[config.mk]
export PLATFORM = sky130hd
export DESIGN_NAME = citp_timer_pair
export DESIGN_NICKNAME = d
export VERILOG_FILES = /design/src/rtl/citp_pkg.sv /design/src/rtl/citp_timer_pair.sv /design/src/rtl/citp_prescaler.sv /design/src/rtl/citp_axil_slave.sv
export VERILOG_INCLUDE_DIRS = /design/src /design/src/rtl
export SDC_FILE = /design/constraint.sdc
export NUM_CORES = 1
export LEC_CHECK = 0
export ABC_AREA = 1
export BUFFER_PORTS_ARGS = -buffer_cell sky130_fd_sc_hd__buf_2
export CELL_PAD_IN_SITES_DETAIL_PLACEMENT = 0
export CELL_PAD_IN_SITES_GLOBAL_PLACEMENT = 1
export CORE_MARGIN = 2
export CORE_UTILIZATION = 32
export DETAILED_ROUTE_END_ITERATION = 10
export PLACE_DENSITY_LB_ADDON = 0.05
export SYNTH_ARGS = -nofsm -noshare
export SYNTH_HDL_FRONTEND = slang
export SYNTH_SLANG_ARGS = --single-unit
export TNS_END_PERCENT = 100
[constraint.sdc]
create_clock -name clk -period 7.6 [get_ports clk]
set_clock_uncertainty 0.1 [all_clocks]
set_input_delay 0.76 -clock clk [delete_from_list [all_inputs] [get_ports clk]]
set_output_delay 0.76 -clock clk [all_outputs]
set_load 0.01 [all_outputs]
[src/rtl/citp_cfg.svh]
// Constants of the cascadable interval timer pair: offsets, fields, resets, timing
`ifndef CITP_CFG_SVH
`define CITP_CFG_SVH

// ----------------------------------------------------------------------------
// Register byte offsets
// ----------------------------------------------------------------------------
`define CITP_OFF_RUN      8'h00
`define CITP_OFF_MODE     8'h04
`define CITP_OFF_CMP_LO   8'h08
`define CITP_OFF_CMP_HI   8'h0c
`define CITP_OFF_FFCR     8'h10
`define CITP_OFF_STATUS   8'h14
`define CITP_OFF_IRQ_EN   8'h18

// ----------------------------------------------------------------------------
// Field positions
// ----------------------------------------------------------------------------
`define CITP_MODE_OP_LSB  6
`define CITP_MODE_HI_LSB  2
`define CITP_MODE_LO_LSB  0
`define CITP_FFCR_ACT_LSB 2
`define CITP_FFCR_IE_BIT  1
`define CITP_FFCR_IS_BIT  0

// ----------------------------------------------------------------------------
// Reset values
// ----------------------------------------------------------------------------
`define CITP_RST_FF_ACT   2'h3
`define CITP_RST_CMP      8'h00
`define CITP_RST_CMP16_EN 1'b1

// ----------------------------------------------------------------------------
// Timing: clk cycles per prescale_tap_1 (10 ns clk, 80 ns tap)
// ----------------------------------------------------------------------------
`define CITP_T1_DIV       8
`define CITP_PRE_W        11

`endif

[src/rtl/citp_pkg.sv]
// Types shared by the timer pair, its prescaler and its register slave
package citp_pkg;

   typedef logic [7:0] citp_addr_t;

   typedef enum logic [1:0] {
      CITP_MODE_8BIT  = 2'b00,
      CITP_MODE_16BIT = 2'b01,
      CITP_MODE_PPG   = 2'b10,
      CITP_MODE_PWM   = 2'b11
   } citp_mode_e;

   typedef struct packed {
      citp_addr_t  awaddr;
      logic        awvalid;
      logic [31:0] wdata;
      logic [3:0]  wstrb;
      logic        wvalid;
      logic        bready;
      citp_addr_t  araddr;
      logic        arvalid;
      logic        rready;
   } citp_axil_req_s;

   typedef struct packed {
      logic        awready;
      logic        wready;
      logic        bvalid;
      logic [1:0]  bresp;
      logic        arready;
      logic        rvalid;
      logic [31:0] rdata;
      logic [1:0]  rresp;
   } citp_axil_rsp_s;

   typedef struct packed {
      logic [1:0] run;
      citp_mode_e mode;
      logic [1:0] hi_sel;
      logic [1:0] lo_sel;
      logic [7:0] cmp_lo;
      logic [7:0] cmp_hi;
      logic       cmp16_en;
      logic [1:0] ff_act;
      logic       ff_ie;
      logic       ff_is;
      logic [1:0] irq_en;
      logic [7:0] cnt_lo;
      logic [7:0] cnt_hi;
      logic       ff;
      logic       ext_d;
      logic       irq_lo;
      logic       irq_hi;
   } citp_regs_s;

endpackage

[src/rtl/citp_timer_pair.sv]
// Cascadable pair of 8-bit interval timers with output flop, AXI4-Lite registers
//
// How it works
// - Each timer runs alone as 8-bit interval timer
// - Run bit 0 halts and zeroes counter; 1 counts
// - Per-timer clock source: lower from pin or taps, upper from lower match or taps
// - Enabled match toggles output flop driving output pin
// - Toggle source chooses lower or upper timer match
// - Upper counter advances on lower match when selected
// - Mode field 01 cascades into one 16-bit timer
// - 16-bit: upper counts lower overflow, ignoring select
// - 16-bit compare: lower low byte, upper high byte
// - Lower compare write inhibits, upper write re-enables compare
// - 16-bit: lower match neither clears nor interrupts
// - 16-bit: upper compares on each lower comparator pulse
// - Joint match clears both counters, raises upper irq
// - Joint match toggles flop when inversion enabled
// - Compare value 00 means 256, matches on overflow
// - Flop action on write: toggle, set, clear, none
// - Source select 0 lower, 1 upper; enable gates
`timescale 1ns/100ps
`include "citp_cfg.svh"
module citp_timer_pair #(
   parameter int T1_DIV = `CITP_T1_DIV
) (
   input  wire logic                 clk,
   input  wire logic                 rst,
   input  citp_pkg::citp_axil_req_s  axil_req,
   output citp_pkg::citp_axil_rsp_s  axil_rsp,
   input  wire logic                 external_count_pin,
   output logic                      timer_output_pin,
   output logic                      lower_match_irq,
   output logic                      upper_match_irq
);
   import citp_pkg::*;

   // -------------------------------------------------------------------------
   // Register bus and prescaler
   // -------------------------------------------------------------------------
   logic        wr_en;
   citp_addr_t  wr_addr;
   logic [31:0] wr_data;
   logic [3:0]  wr_strb;
   logic        wr_err;
   citp_addr_t  rd_addr;
   logic [31:0] rd_data;
   logic        rd_err;
   logic [3:0]  tap;

   citp_axil_slave u_slave (
      .clk     (clk),
      .rst     (rst),
      .req     (axil_req),
      .rsp     (axil_rsp),
      .wr_en   (wr_en),
      .wr_addr (wr_addr),
      .wr_data (wr_data),
      .wr_strb (wr_strb),
      .wr_err  (wr_err),
      .rd_addr (rd_addr),
      .rd_data (rd_data),
      .rd_err  (rd_err)
   );

   citp_prescaler #(
      .T1_DIV (T1_DIV)
   ) u_pre (
      .clk (clk),
      .rst (rst),
      .tap (tap)
   );

   citp_regs_s s;
   citp_regs_s next_s;

   // -------------------------------------------------------------------------
   // Address decode
   // -------------------------------------------------------------------------
   logic [7:0] wb;
   logic       wr_lane;
   logic       wr_run;
   logic       wr_mode;
   logic       wr_cmp_lo;
   logic       wr_cmp_hi;
   logic       wr_ffcr;
   logic       wr_irq_en;

   assign wb        = wr_data[7:0];
   // Registers are a byte wide; upper lanes are accepted and dropped
   assign wr_lane   = wr_en && wr_strb[0];
   assign wr_run    = wr_lane && ({wr_addr[7:2], 2'b00} == `CITP_OFF_RUN);
   assign wr_mode   = wr_lane && ({wr_addr[7:2], 2'b00} == `CITP_OFF_MODE);
   assign wr_cmp_lo = wr_lane && ({wr_addr[7:2], 2'b00} == `CITP_OFF_CMP_LO);
   assign wr_cmp_hi = wr_lane && ({wr_addr[7:2], 2'b00} == `CITP_OFF_CMP_HI);
   assign wr_ffcr   = wr_lane && ({wr_addr[7:2], 2'b00} == `CITP_OFF_FFCR);
   assign wr_irq_en = wr_lane && ({wr_addr[7:2], 2'b00} == `CITP_OFF_IRQ_EN);

   always_comb begin
      wr_err = 1'b0;
      unique case ({wr_addr[7:2], 2'b00})
         `CITP_OFF_RUN, `CITP_OFF_MODE, `CITP_OFF_CMP_LO, `CITP_OFF_CMP_HI,
         `CITP_OFF_FFCR, `CITP_OFF_IRQ_EN: wr_err = 1'b0;
         // Status is read-only
         default: wr_err = 1'b1;
      endcase
   end

   always_comb begin
      rd_data = 32'h0000_0000;
      rd_err  = 1'b0;
      unique case ({rd_addr[7:2], 2'b00})
         `CITP_OFF_RUN:    rd_data = {30'h0, s.run};
         `CITP_OFF_MODE:   rd_data = {24'h0, s.mode, 2'b00, s.hi_sel, s.lo_sel};
         `CITP_OFF_CMP_LO: rd_data = {24'h0, s.cmp_lo};
         `CITP_OFF_CMP_HI: rd_data = {24'h0, s.cmp_hi};
         // Bits 7:4 read as ones
         `CITP_OFF_FFCR:   rd_data = {24'h0, 4'hf, s.ff_act, s.ff_ie, s.ff_is};
         `CITP_OFF_STATUS: rd_data = {14'h0, s.cmp16_en, s.ff, s.cnt_hi, s.cnt_lo};
         `CITP_OFF_IRQ_EN: rd_data = {30'h0, s.irq_en};
         default:          rd_err  = 1'b1;
      endcase
   end

   // -------------------------------------------------------------------------
   // Count ticks and comparators
   // -------------------------------------------------------------------------
   logic       mode16;
   logic       ext_rise;
   logic       lo_src;
   logic       hi_src8;
   logic       lo_tick;
   logic       hi_tick;
   logic [7:0] lo_next;
   logic [7:0] hi_next;
   logic       lo_hit;
   logic       lo_ovf;
   logic       hi_hit8;
   logic       joint;
   logic       hw_tog;

   // PPG and PWM codes are not built and behave as the two 8-bit timers
   assign mode16   = (s.mode == CITP_MODE_16BIT);
   assign ext_rise = external_count_pin && !s.ext_d;

   always_comb begin
      lo_src = 1'b0;
      unique case (s.lo_sel)
         2'b00: lo_src = ext_rise;
         2'b01: lo_src = tap[0];
         2'b10: lo_src = tap[1];
         2'b11: lo_src = tap[2];
      endcase
   end

   always_comb begin
      hi_src8 = 1'b0;
      unique case (s.hi_sel)
         2'b00: hi_src8 = lo_hit;
         2'b01: hi_src8 = tap[0];
         2'b10: hi_src8 = tap[2];
         2'b11: hi_src8 = tap[3];
      endcase
   end

   assign lo_tick = s.run[0] && lo_src;
   assign lo_next = 8'(s.cnt_lo + 8'h01);
   // Comparing the incremented value makes 00 match on the wrap, i.e. 256
   assign lo_hit  = lo_tick && (lo_next == s.cmp_lo);
   assign lo_ovf  = lo_tick && (s.cnt_lo == 8'hff);
   assign hi_tick = s.run[1] && (mode16 ? lo_ovf : hi_src8);
   assign hi_next = 8'(s.cnt_hi + 8'h01);
   assign hi_hit8 = hi_tick && !mode16 && (hi_next == s.cmp_hi);
   // Upper compare is sampled only at a lower comparator pulse
   assign joint   = mode16 && s.run[1] && s.cmp16_en && lo_hit
                    && (s.cnt_hi == s.cmp_hi);
   assign hw_tog  = s.ff_ie && (mode16 ? joint
                                       : (s.ff_is ? hi_hit8 : lo_hit));

   // -------------------------------------------------------------------------
   // Next state
   // -------------------------------------------------------------------------
   always_comb begin
      next_s       = s;
      next_s.ext_d = external_count_pin;

      if (!s.run[0]) begin
         next_s.cnt_lo = 8'h00;
      end else if ((lo_hit && !mode16) || joint) begin
         next_s.cnt_lo = 8'h00;
      end else if (lo_tick) begin
         next_s.cnt_lo = lo_next;
      end

      if (!s.run[1]) begin
         next_s.cnt_hi = 8'h00;
      end else if (hi_hit8 || joint) begin
         next_s.cnt_hi = 8'h00;
      end else if (hi_tick) begin
         next_s.cnt_hi = hi_next;
      end

      next_s.irq_lo = s.irq_en[0] && lo_hit && !mode16;
      next_s.irq_hi = s.irq_en[1] && (hi_hit8 || joint);

      next_s.ff = s.ff ^ hw_tog;
      if (wr_ffcr) begin
         next_s.ff_act = wb[`CITP_FFCR_ACT_LSB +: 2];
         next_s.ff_ie  = wb[`CITP_FFCR_IE_BIT];
         next_s.ff_is  = wb[`CITP_FFCR_IS_BIT];
         unique case (wb[`CITP_FFCR_ACT_LSB +: 2])
            2'b00: next_s.ff = !(s.ff ^ hw_tog);
            2'b01: next_s.ff = 1'b1;
            2'b10: next_s.ff = 1'b0;
            2'b11: next_s.ff = s.ff ^ hw_tog;
         endcase
      end

      if (wr_run) begin
         next_s.run = wb[1:0];
      end
      if (wr_mode) begin
         next_s.mode   = citp_mode_e'(wb[`CITP_MODE_OP_LSB +: 2]);
         next_s.hi_sel = wb[`CITP_MODE_HI_LSB +: 2];
         next_s.lo_sel = wb[`CITP_MODE_LO_LSB +: 2];
      end
      if (wr_cmp_lo) begin
         next_s.cmp_lo   = wb;
         next_s.cmp16_en = 1'b0;
      end
      if (wr_cmp_hi) begin
         next_s.cmp_hi   = wb;
         next_s.cmp16_en = 1'b1;
      end
      if (wr_irq_en) begin
         next_s.irq_en = wb[1:0];
      end
   end

   always_ff @(posedge clk or posedge rst) begin
      if (rst) begin
         s          <= '0;
         s.cmp_lo   <= `CITP_RST_CMP;
         s.cmp_hi   <= `CITP_RST_CMP;
         s.cmp16_en <= `CITP_RST_CMP16_EN;
         s.ff_act   <= `CITP_RST_FF_ACT;
      end else begin
         s <= next_s;
      end
   end

   assign timer_output_pin = s.ff;
   assign lower_match_irq  = s.irq_lo;
   assign upper_match_irq  = s.irq_hi;
endmodule

[src/rtl/citp_prescaler.sv]
// Free-running prescaler giving one-cycle enables for the four clock taps
`timescale 1ns/100ps
`include "citp_cfg.svh"
module citp_prescaler #(
   parameter int T1_DIV = `CITP_T1_DIV
) (
   input  wire logic       clk,
   input  wire logic       rst,
   output logic [3:0]      tap
);
   import citp_pkg::*;

   // Taps are T1, T4, T16, PRESCALE_TAP_256; all ratios must be powers of two
   localparam int RATIO [4] = '{1, 4, 16, 256};

   typedef struct packed {
      logic [`CITP_PRE_W-1:0] cnt;
      logic [3:0]             tap;
   } citp_pre_s;

   citp_pre_s s;
   citp_pre_s next_s;
   logic [3:0] hit;

   genvar g;
   generate
      for (g = 0; g < 4; g++) begin : g_tap
         localparam logic [`CITP_PRE_W-1:0] MASK = `CITP_PRE_W'(T1_DIV * RATIO[g] - 1);
         assign hit[g] = (s.cnt & MASK) == MASK;
      end
   endgenerate

   always_comb begin
      next_s     = s;
      next_s.cnt = `CITP_PRE_W'(s.cnt + 1'b1);
      next_s.tap = hit;
   end

   always_ff @(posedge clk or posedge rst) begin
      if (rst) begin
         s <= '0;
      end else begin
         s <= next_s;
      end
   end

   assign tap = s.tap;
endmodule

[src/rtl/citp_axil_slave.sv]
// AXI4-Lite slave: one write and one read in flight, registered answers
`timescale 1ns/100ps
module citp_axil_slave (
   input  wire logic                 clk,
   input  wire logic                 rst,
   input  citp_pkg::citp_axil_req_s  req,
   output citp_pkg::citp_axil_rsp_s  rsp,
   output logic                      wr_en,
   output citp_pkg::citp_addr_t      wr_addr,
   output logic [31:0]               wr_data,
   output logic [3:0]                wr_strb,
   input  wire logic                 wr_err,
   output citp_pkg::citp_addr_t      rd_addr,
   input  wire logic [31:0]          rd_data,
   input  wire logic                 rd_err
);
   import citp_pkg::*;

   typedef struct packed {
      logic           aw_held;
      citp_addr_t     awaddr;
      logic           w_held;
      logic [31:0]    wdata;
      logic [3:0]     wstrb;
      citp_axil_rsp_s r;
   } citp_slv_s;

   citp_slv_s s;
   citp_slv_s next_s;

   assign wr_en   = s.aw_held && s.w_held && !s.r.bvalid;
   assign wr_addr = s.awaddr;
   assign wr_data = s.wdata;
   assign wr_strb = s.wstrb;
   assign rd_addr = req.araddr;

   always_comb begin
      next_s = s;
      if (req.awvalid && s.r.awready) begin
         next_s.aw_held = 1'b1;
         next_s.awaddr  = req.awaddr;
      end
      if (req.wvalid && s.r.wready) begin
         next_s.w_held = 1'b1;
         next_s.wdata  = req.wdata;
         next_s.wstrb  = req.wstrb;
      end
      if (wr_en) begin
         next_s.aw_held = 1'b0;
         next_s.w_held  = 1'b0;
         next_s.r.bvalid = 1'b1;
         next_s.r.bresp  = wr_err ? 2'h2 : 2'h0;
      end else if (s.r.bvalid && req.bready) begin
         next_s.r.bvalid = 1'b0;
      end
      if (req.arvalid && s.r.arready) begin
         next_s.r.rvalid = 1'b1;
         next_s.r.rdata  = rd_err ? 32'h0000_0000 : rd_data;
         next_s.r.rresp  = rd_err ? 2'h2 : 2'h0;
      end else if (s.r.rvalid && req.rready) begin
         next_s.r.rvalid = 1'b0;
      end
      // Readies are registered so every bus output comes from a flop
      next_s.r.awready = !next_s.aw_held && !next_s.r.bvalid;
      next_s.r.wready  = !next_s.w_held && !next_s.r.bvalid;
      next_s.r.arready = !next_s.r.rvalid;
   end

   always_ff @(posedge clk or posedge rst) begin
      if (rst) begin
         s <= '0;
      end else begin
         s <= next_s;
      end
   end

   assign rsp = s.r;
endmodule

* Word-level counts from Yosys, hierarchy flattened
Cells that the tools add are included.
** Cells by class
- Add/subtract/negate cells :: 3
- Equal/unequal tests :: 31
- Muxes and demuxes :: 27
- Bitwise logic cells :: 1
- Reductions and logical operators :: 50
** Operator list (number)
- $pmux 18 s7 :: 1
- $mux 8 :: 6
- $mux 37 :: 1
- $logic_and 1x1->1 :: 32
- $eq 6x3->1 const B :: 5
- $eq 6x2->1 const B :: 4
- $eq 8x8->1 :: 3
- $mux 18 :: 1
- $add 8x1->8 const B :: 2
- $eq 2x2->1 const B :: 6
- $eq 6x1->1 const B :: 2
- $logic_not 6->1 :: 2
- $mux 1 :: 12
- $pmux 1 s4 :: 3
- $add 11x1->11 const B :: 1
- $eq 11x11->1 const B :: 1
- $mux 9 :: 1
- $eq 2x1->1 const B :: 4
- $eq 8x8->1 const B :: 1
- $logic_not 1->1 :: 8
- $eq 7x7->1 const B :: 1
- $reduce_or 7->1 :: 1
- $logic_not 2->1 :: 3
- $ne 3x1->1 const B :: 2
- other kinds (7) :: 9
** Word-level totals
- Input port bits :: 60
- Register bits after elaboration :: 153
- Output and inout bits :: 44

* Logic depth before layout (Yosys ltp)
- Depth in word-level cells :: 17
- Mapped depth :: 21
- Mapped depth without buffers :: 21

* By module
Synthesis repeated with hierarchy kept, for this count alone.
** Unflattened totals
- Cells, all modules :: 968
- Area total of the unflattened synthesis :: 7905.1 µm²
** Modules (own cells, without submodules)
- citp_axil_slave :: sequential area each 2127.0 µm², cells an instance 458, times used 1, area each 4020.1 µm²
- citp_timer_pair :: sequential area each 1280.0 µm², cells an instance 439, times used 1, area each 3218.1 µm²
- citp_prescaler :: sequential area each 375.4 µm², cells an instance 71, times used 1, area each 666.9 µm²

* Worst setup path after synthesis
OpenSTA, ideal clock, no wires.
- Path kind :: in2reg
- From :: in external_count_pin
- To :: reg s[6] (netlist name)
- Library setup time :: 132 ps
- Path slack :: 5310 ps
- Arrival :: 2058 ps
- Data required time :: 7368 ps
- Stages :: 15
- Cells stage by stage :: inv_1 > o21ai_0 > nand2_1 > a21oi_1 > nand2_1 > nor2_1 > nand3_1 > nand2_1 > nand2_1 > a21oi_2 > nand4_1 > nand2_1 > inv_2 > nand2_2 > o21ai_0
** Between the ends
- Longest elaborated chain between the ends :: 12
** RTL lines
- from (decl) :: line citp_timer_pair.sv:30 : input wire logic external_count_pin,
- $logic_and 1x1->1 * :: line citp_timer_pair.sv:143 : assign ext_rise = external_count_pin && !s.ext_d;
- $pmux 1 s4 * :: line citp_timer_pair.sv:147 : unique case (s.lo_sel)
- $logic_and 1x1->1 * :: line citp_timer_pair.sv:165 : assign lo_tick = s.run[0] && lo_src;
- $logic_and 1x1->1 :: line citp_timer_pair.sv:168 : assign lo_hit = lo_tick && (lo_next == s.cmp_lo);
- $pmux 1 s4 :: line citp_timer_pair.sv:157 : unique case (s.hi_sel)
- $mux 1 :: line citp_timer_pair.sv:170 : assign hi_tick = s.run[1] && (mode16 ? lo_ovf : hi_src8);
- $logic_and 1x1->1 :: line citp_timer_pair.sv:170
- $logic_and 1x1->1 (2 in a row) :: line citp_timer_pair.sv:172 : assign hi_hit8 = hi_tick && !mode16 && (hi_next == s.cmp_hi);
- $logic_or 1x1->1 :: line citp_timer_pair.sv:196 : end else if (hi_hit8 || joint) begin
- $mux 8 :: line citp_timer_pair.sv:196
- $mux 8 :: line citp_timer_pair.sv:194 : if (!s.run[1]) begin
- to (signal assigned) :: line citp_timer_pair.sv:247 : s <= next_s;
- to (decl) :: line citp_timer_pair.sv:73 : citp_regs_s s;
Every way passes the cells marked *; elsewhere a longest branch is shown, timed or not.
A chain may end at the register's enable or synchronous reset.

* Worst setup path after layout
- From :: in axil_req[1] (netlist name)
- To :: reg u_slave.s, in the netlist u_slave.rsp[16]
** Between the ends
- Longest elaborated chain between the ends :: 1
** RTL lines
- from (decl) :: line citp_timer_pair.sv:28 : input citp_pkg::citp_axil_req_s axil_req,
- $logic_and 1x1->1 :: line citp_axil_slave.sv:56 : if (req.arvalid && s.r.arready) begin
- to (signal assigned) :: line citp_axil_slave.sv:73 : s <= next_s;
- to (decl) :: line citp_axil_slave.sv:28 : citp_slv_s s;
Every way passes these cells.

==> results.ini <==
[run_status]
status = complete, no violations

[place]
dpl.hpwl_microns = 10700
portBuffers = 56
post_dp_cell_area_sq_mm = 0.00571
gp_congestion = 0.813
pre_cts_ws_ns = 4.41
dpl.cell_count = 900

[global_routing]
grtUsageTotal_pct = 16.5
antenna_found_initial = 0
grt_pass1_vias = 4071
grt_pass1_wl_microns = 22700
grt_remaining_overflow = 0
grt_max_degree = 57

[clock_tree]
cts_tree = done
htreeDepth = 3
ctsHoldBuffers = 0
cts_root_buf = clkbuf_16
clk_pin_slew_ns = 0.07
cts_resized = 0
clk_latency_ns = 0.36
clock_path_buffers = 2
clock_sinks = 108
cts_buffers = 9
cts_setup_buffers = 0

[timing]
rsz0062_at_grt = false
slew_viol_final = 0
setup_viol = 0
worstMarginPinSlew_ns = 1.09
timing.hold.ws_ns = 0.356
period_minus_slack_ns = 2.78
clock.fmax_mhz = 360
hold_violations = 0
period_share_pct = 36.5
setup_ws_ns = 4.82
relSlewSlack_pct = 27.0
finalSetupTns_ns = 0

[detailed_routing]
drt_iter0_drc = 270
dr.pass1.iters = 6
via_per_inst = 4.55
drc = 0
vias = 4165
ant_nets = 0
wl_per_cell_microns = 15.4
routed_wirelength_microns = 14100

[pwr]
peakVddDrop_uv = 123
powerDensity_mw_per_mm2 = 281
p_leak_nw = 2.91
power_mw = 1.69

[synth]
synth_most_common_cell = nand2_1
synth_edf_count = 0
synthArstFlopShare_pct = 100
ys.flop_type = dfrtp_1
netlist_instances = 656
netlist_top_cells_count = nand2_1, dfrtp_1, inv_1
ys_ff_latch = 108
synth_top_area_share_pct = 48.5
syn_area_sq_mm = 0.00542
synth_top_cell_by_area = dfrtp_1
yosysWarnings = 0
synthTopCellsByArea = dfrtp_1, nand2_1, o21ai_0
avgSynthCellArea_sq_um = 8.26
ys_types = 40
yosysSeqAreaShare_pct = 49.9

[cells_and_area]
final_nets = 756
stdcell_count = 916
drive_gt1_share_pct = 13.1
fin_area_sq_mm = 0.00601
utilization_pct = 36.2
area_growth_pct = 10.8
n_antenna_cell = 0

[floorplan]
fp.dieArea_sq_mm = 0.0180
core_area_sq_mm = 0.0166
boundaryPins = 104
rows = 47
die_h_microns = 134
die_x_microns = 134
start_util_pct = 32.7

[critical_path]
path_cells = buf_2 -> nand2_1 -> inv_1 -> nand2_1 -> a31oi_1 -> nand2_1 -> o21ai_0
endpoint = u_slave.rsp[16]
cp_max_fo = 22
crit_type = input port to flip-flop
worst_path_most_repeated_cell = nand2_1
slowest_stage = a31oi_1
crit_start = axil_req[1]
worstSetupPathDepth = 7
worstPathRequired_ns = 7.77
max_stage_delay_ns = 0.53
path_buf_inv = 2
path_delay_family = simple AND/OR/NAND/NOR gates
rr_worst_depth = 16
start_kind = input port
r2r-end = s[4]
r2r_slack_ns = 4.83
r2r_start = s[12]
end_kind = flip-flop
arrival_ns = 2.95

[job]
drv_cap = 0

[worst_hold_path]
hp-class = flip-flop to flip-flop
worstHoldStart = u_pre.s[4]

==> where the power goes <==
group / internal (mW) / switching [mW]
sequential: 0.698 / 0.105
combinational: 0.131 / 0.268
clock: 0.258 / 0.230
==> cell families (layout without fill, tap and decap cells) <==
logic type                 count (synthesis)  count (layout)  share of synthesized area [%]
and+or+nand+nor                          272             272                           21.0
buffers and inverters                    130             155                           11.9
AOI/OAI and AO/OA                        113             113                           11.6
DFF                                      108             108                           49.9
xor gates and xnor gates                  26              26                           4.20
adders and majority gates                  5               5                           1.15
other                                      1              16                         0.0692
muxes                                      1               1                          0.185
==> placed cells by master, fill, tap and decap left out, types with 2 or more instances in the layout <==
cell / instances
nor2_1: 43
a22oi_1: 3
inv_6: 3
nand4_1: 11
a31oi_1: 2
conb_1: 16
ha_1: 5
inv_2: 3
nand3_1: 34
nor2_2: 3
xnor2_1: 8
a21oi_1: 11
buf_2: 56
o22ai_1: 10
dfrtp_1: 105
clkinv_1: 2
xor2_1: 18
a21oi_2: 2
o21ai_0: 75
dfstp_2: 3
clkbuf_16: 9
inv_1: 75
nand2_1: 163
buf_4: 2
nand2_2: 3
clkinv_2: 2
o221ai_1: 3
nor3_1: 10
==> layout make-up <==
class | instances | area (sq um)
timing repair buffer | 58 | 295
multi-input combinational | 433 | 2130
clock buffer | 9 | 225
fill | 1816 | 10600
tap | 220 | 275
sequential | 108 | 2710
inverter | 81 | 307
clock inverter | 7 | 73.8
==> sequential cells by signal (all words and copies together) (netlist names) <==
signal	count
lower_match_irq	1
s	48
timer_output_pin	1
u_pre.s	11
u_pre.tap	4
u_slave.rsp	25
u_slave.s	2
u_slave.wr_addr	6
u_slave.wr_data	8
u_slave.wr_strb	1
upper_match_irq	1
==> worst min-delay path by stage <==
stage                            end  cells after the start  slack [ns]
after floorplan           u_pre.s[4]                      1        0.32
after CTS                 u_pre.s[4]                      1        0.36
after global placement    u_pre.s[4]                      1        0.34
after global routing      u_pre.s[4]                      1        0.37
after detailed placement  u_pre.s[4]                      1        0.35
final                     u_pre.s[4]                      1        0.36
==> routing by layer <==
metal | share of wire (%) | GRT usage [%] | vias up
li1 | - | - | 2132
met1 | 50 | 23.2 | 1930
met2 | 45 | 26.0 | 89
met3 | 3.0 | 2.15 | 14
met4 | 1.7 | 5.91 | 0
met5 | 0 | 0 | -
No activity file was read; power rests on OpenSTA's default activity.
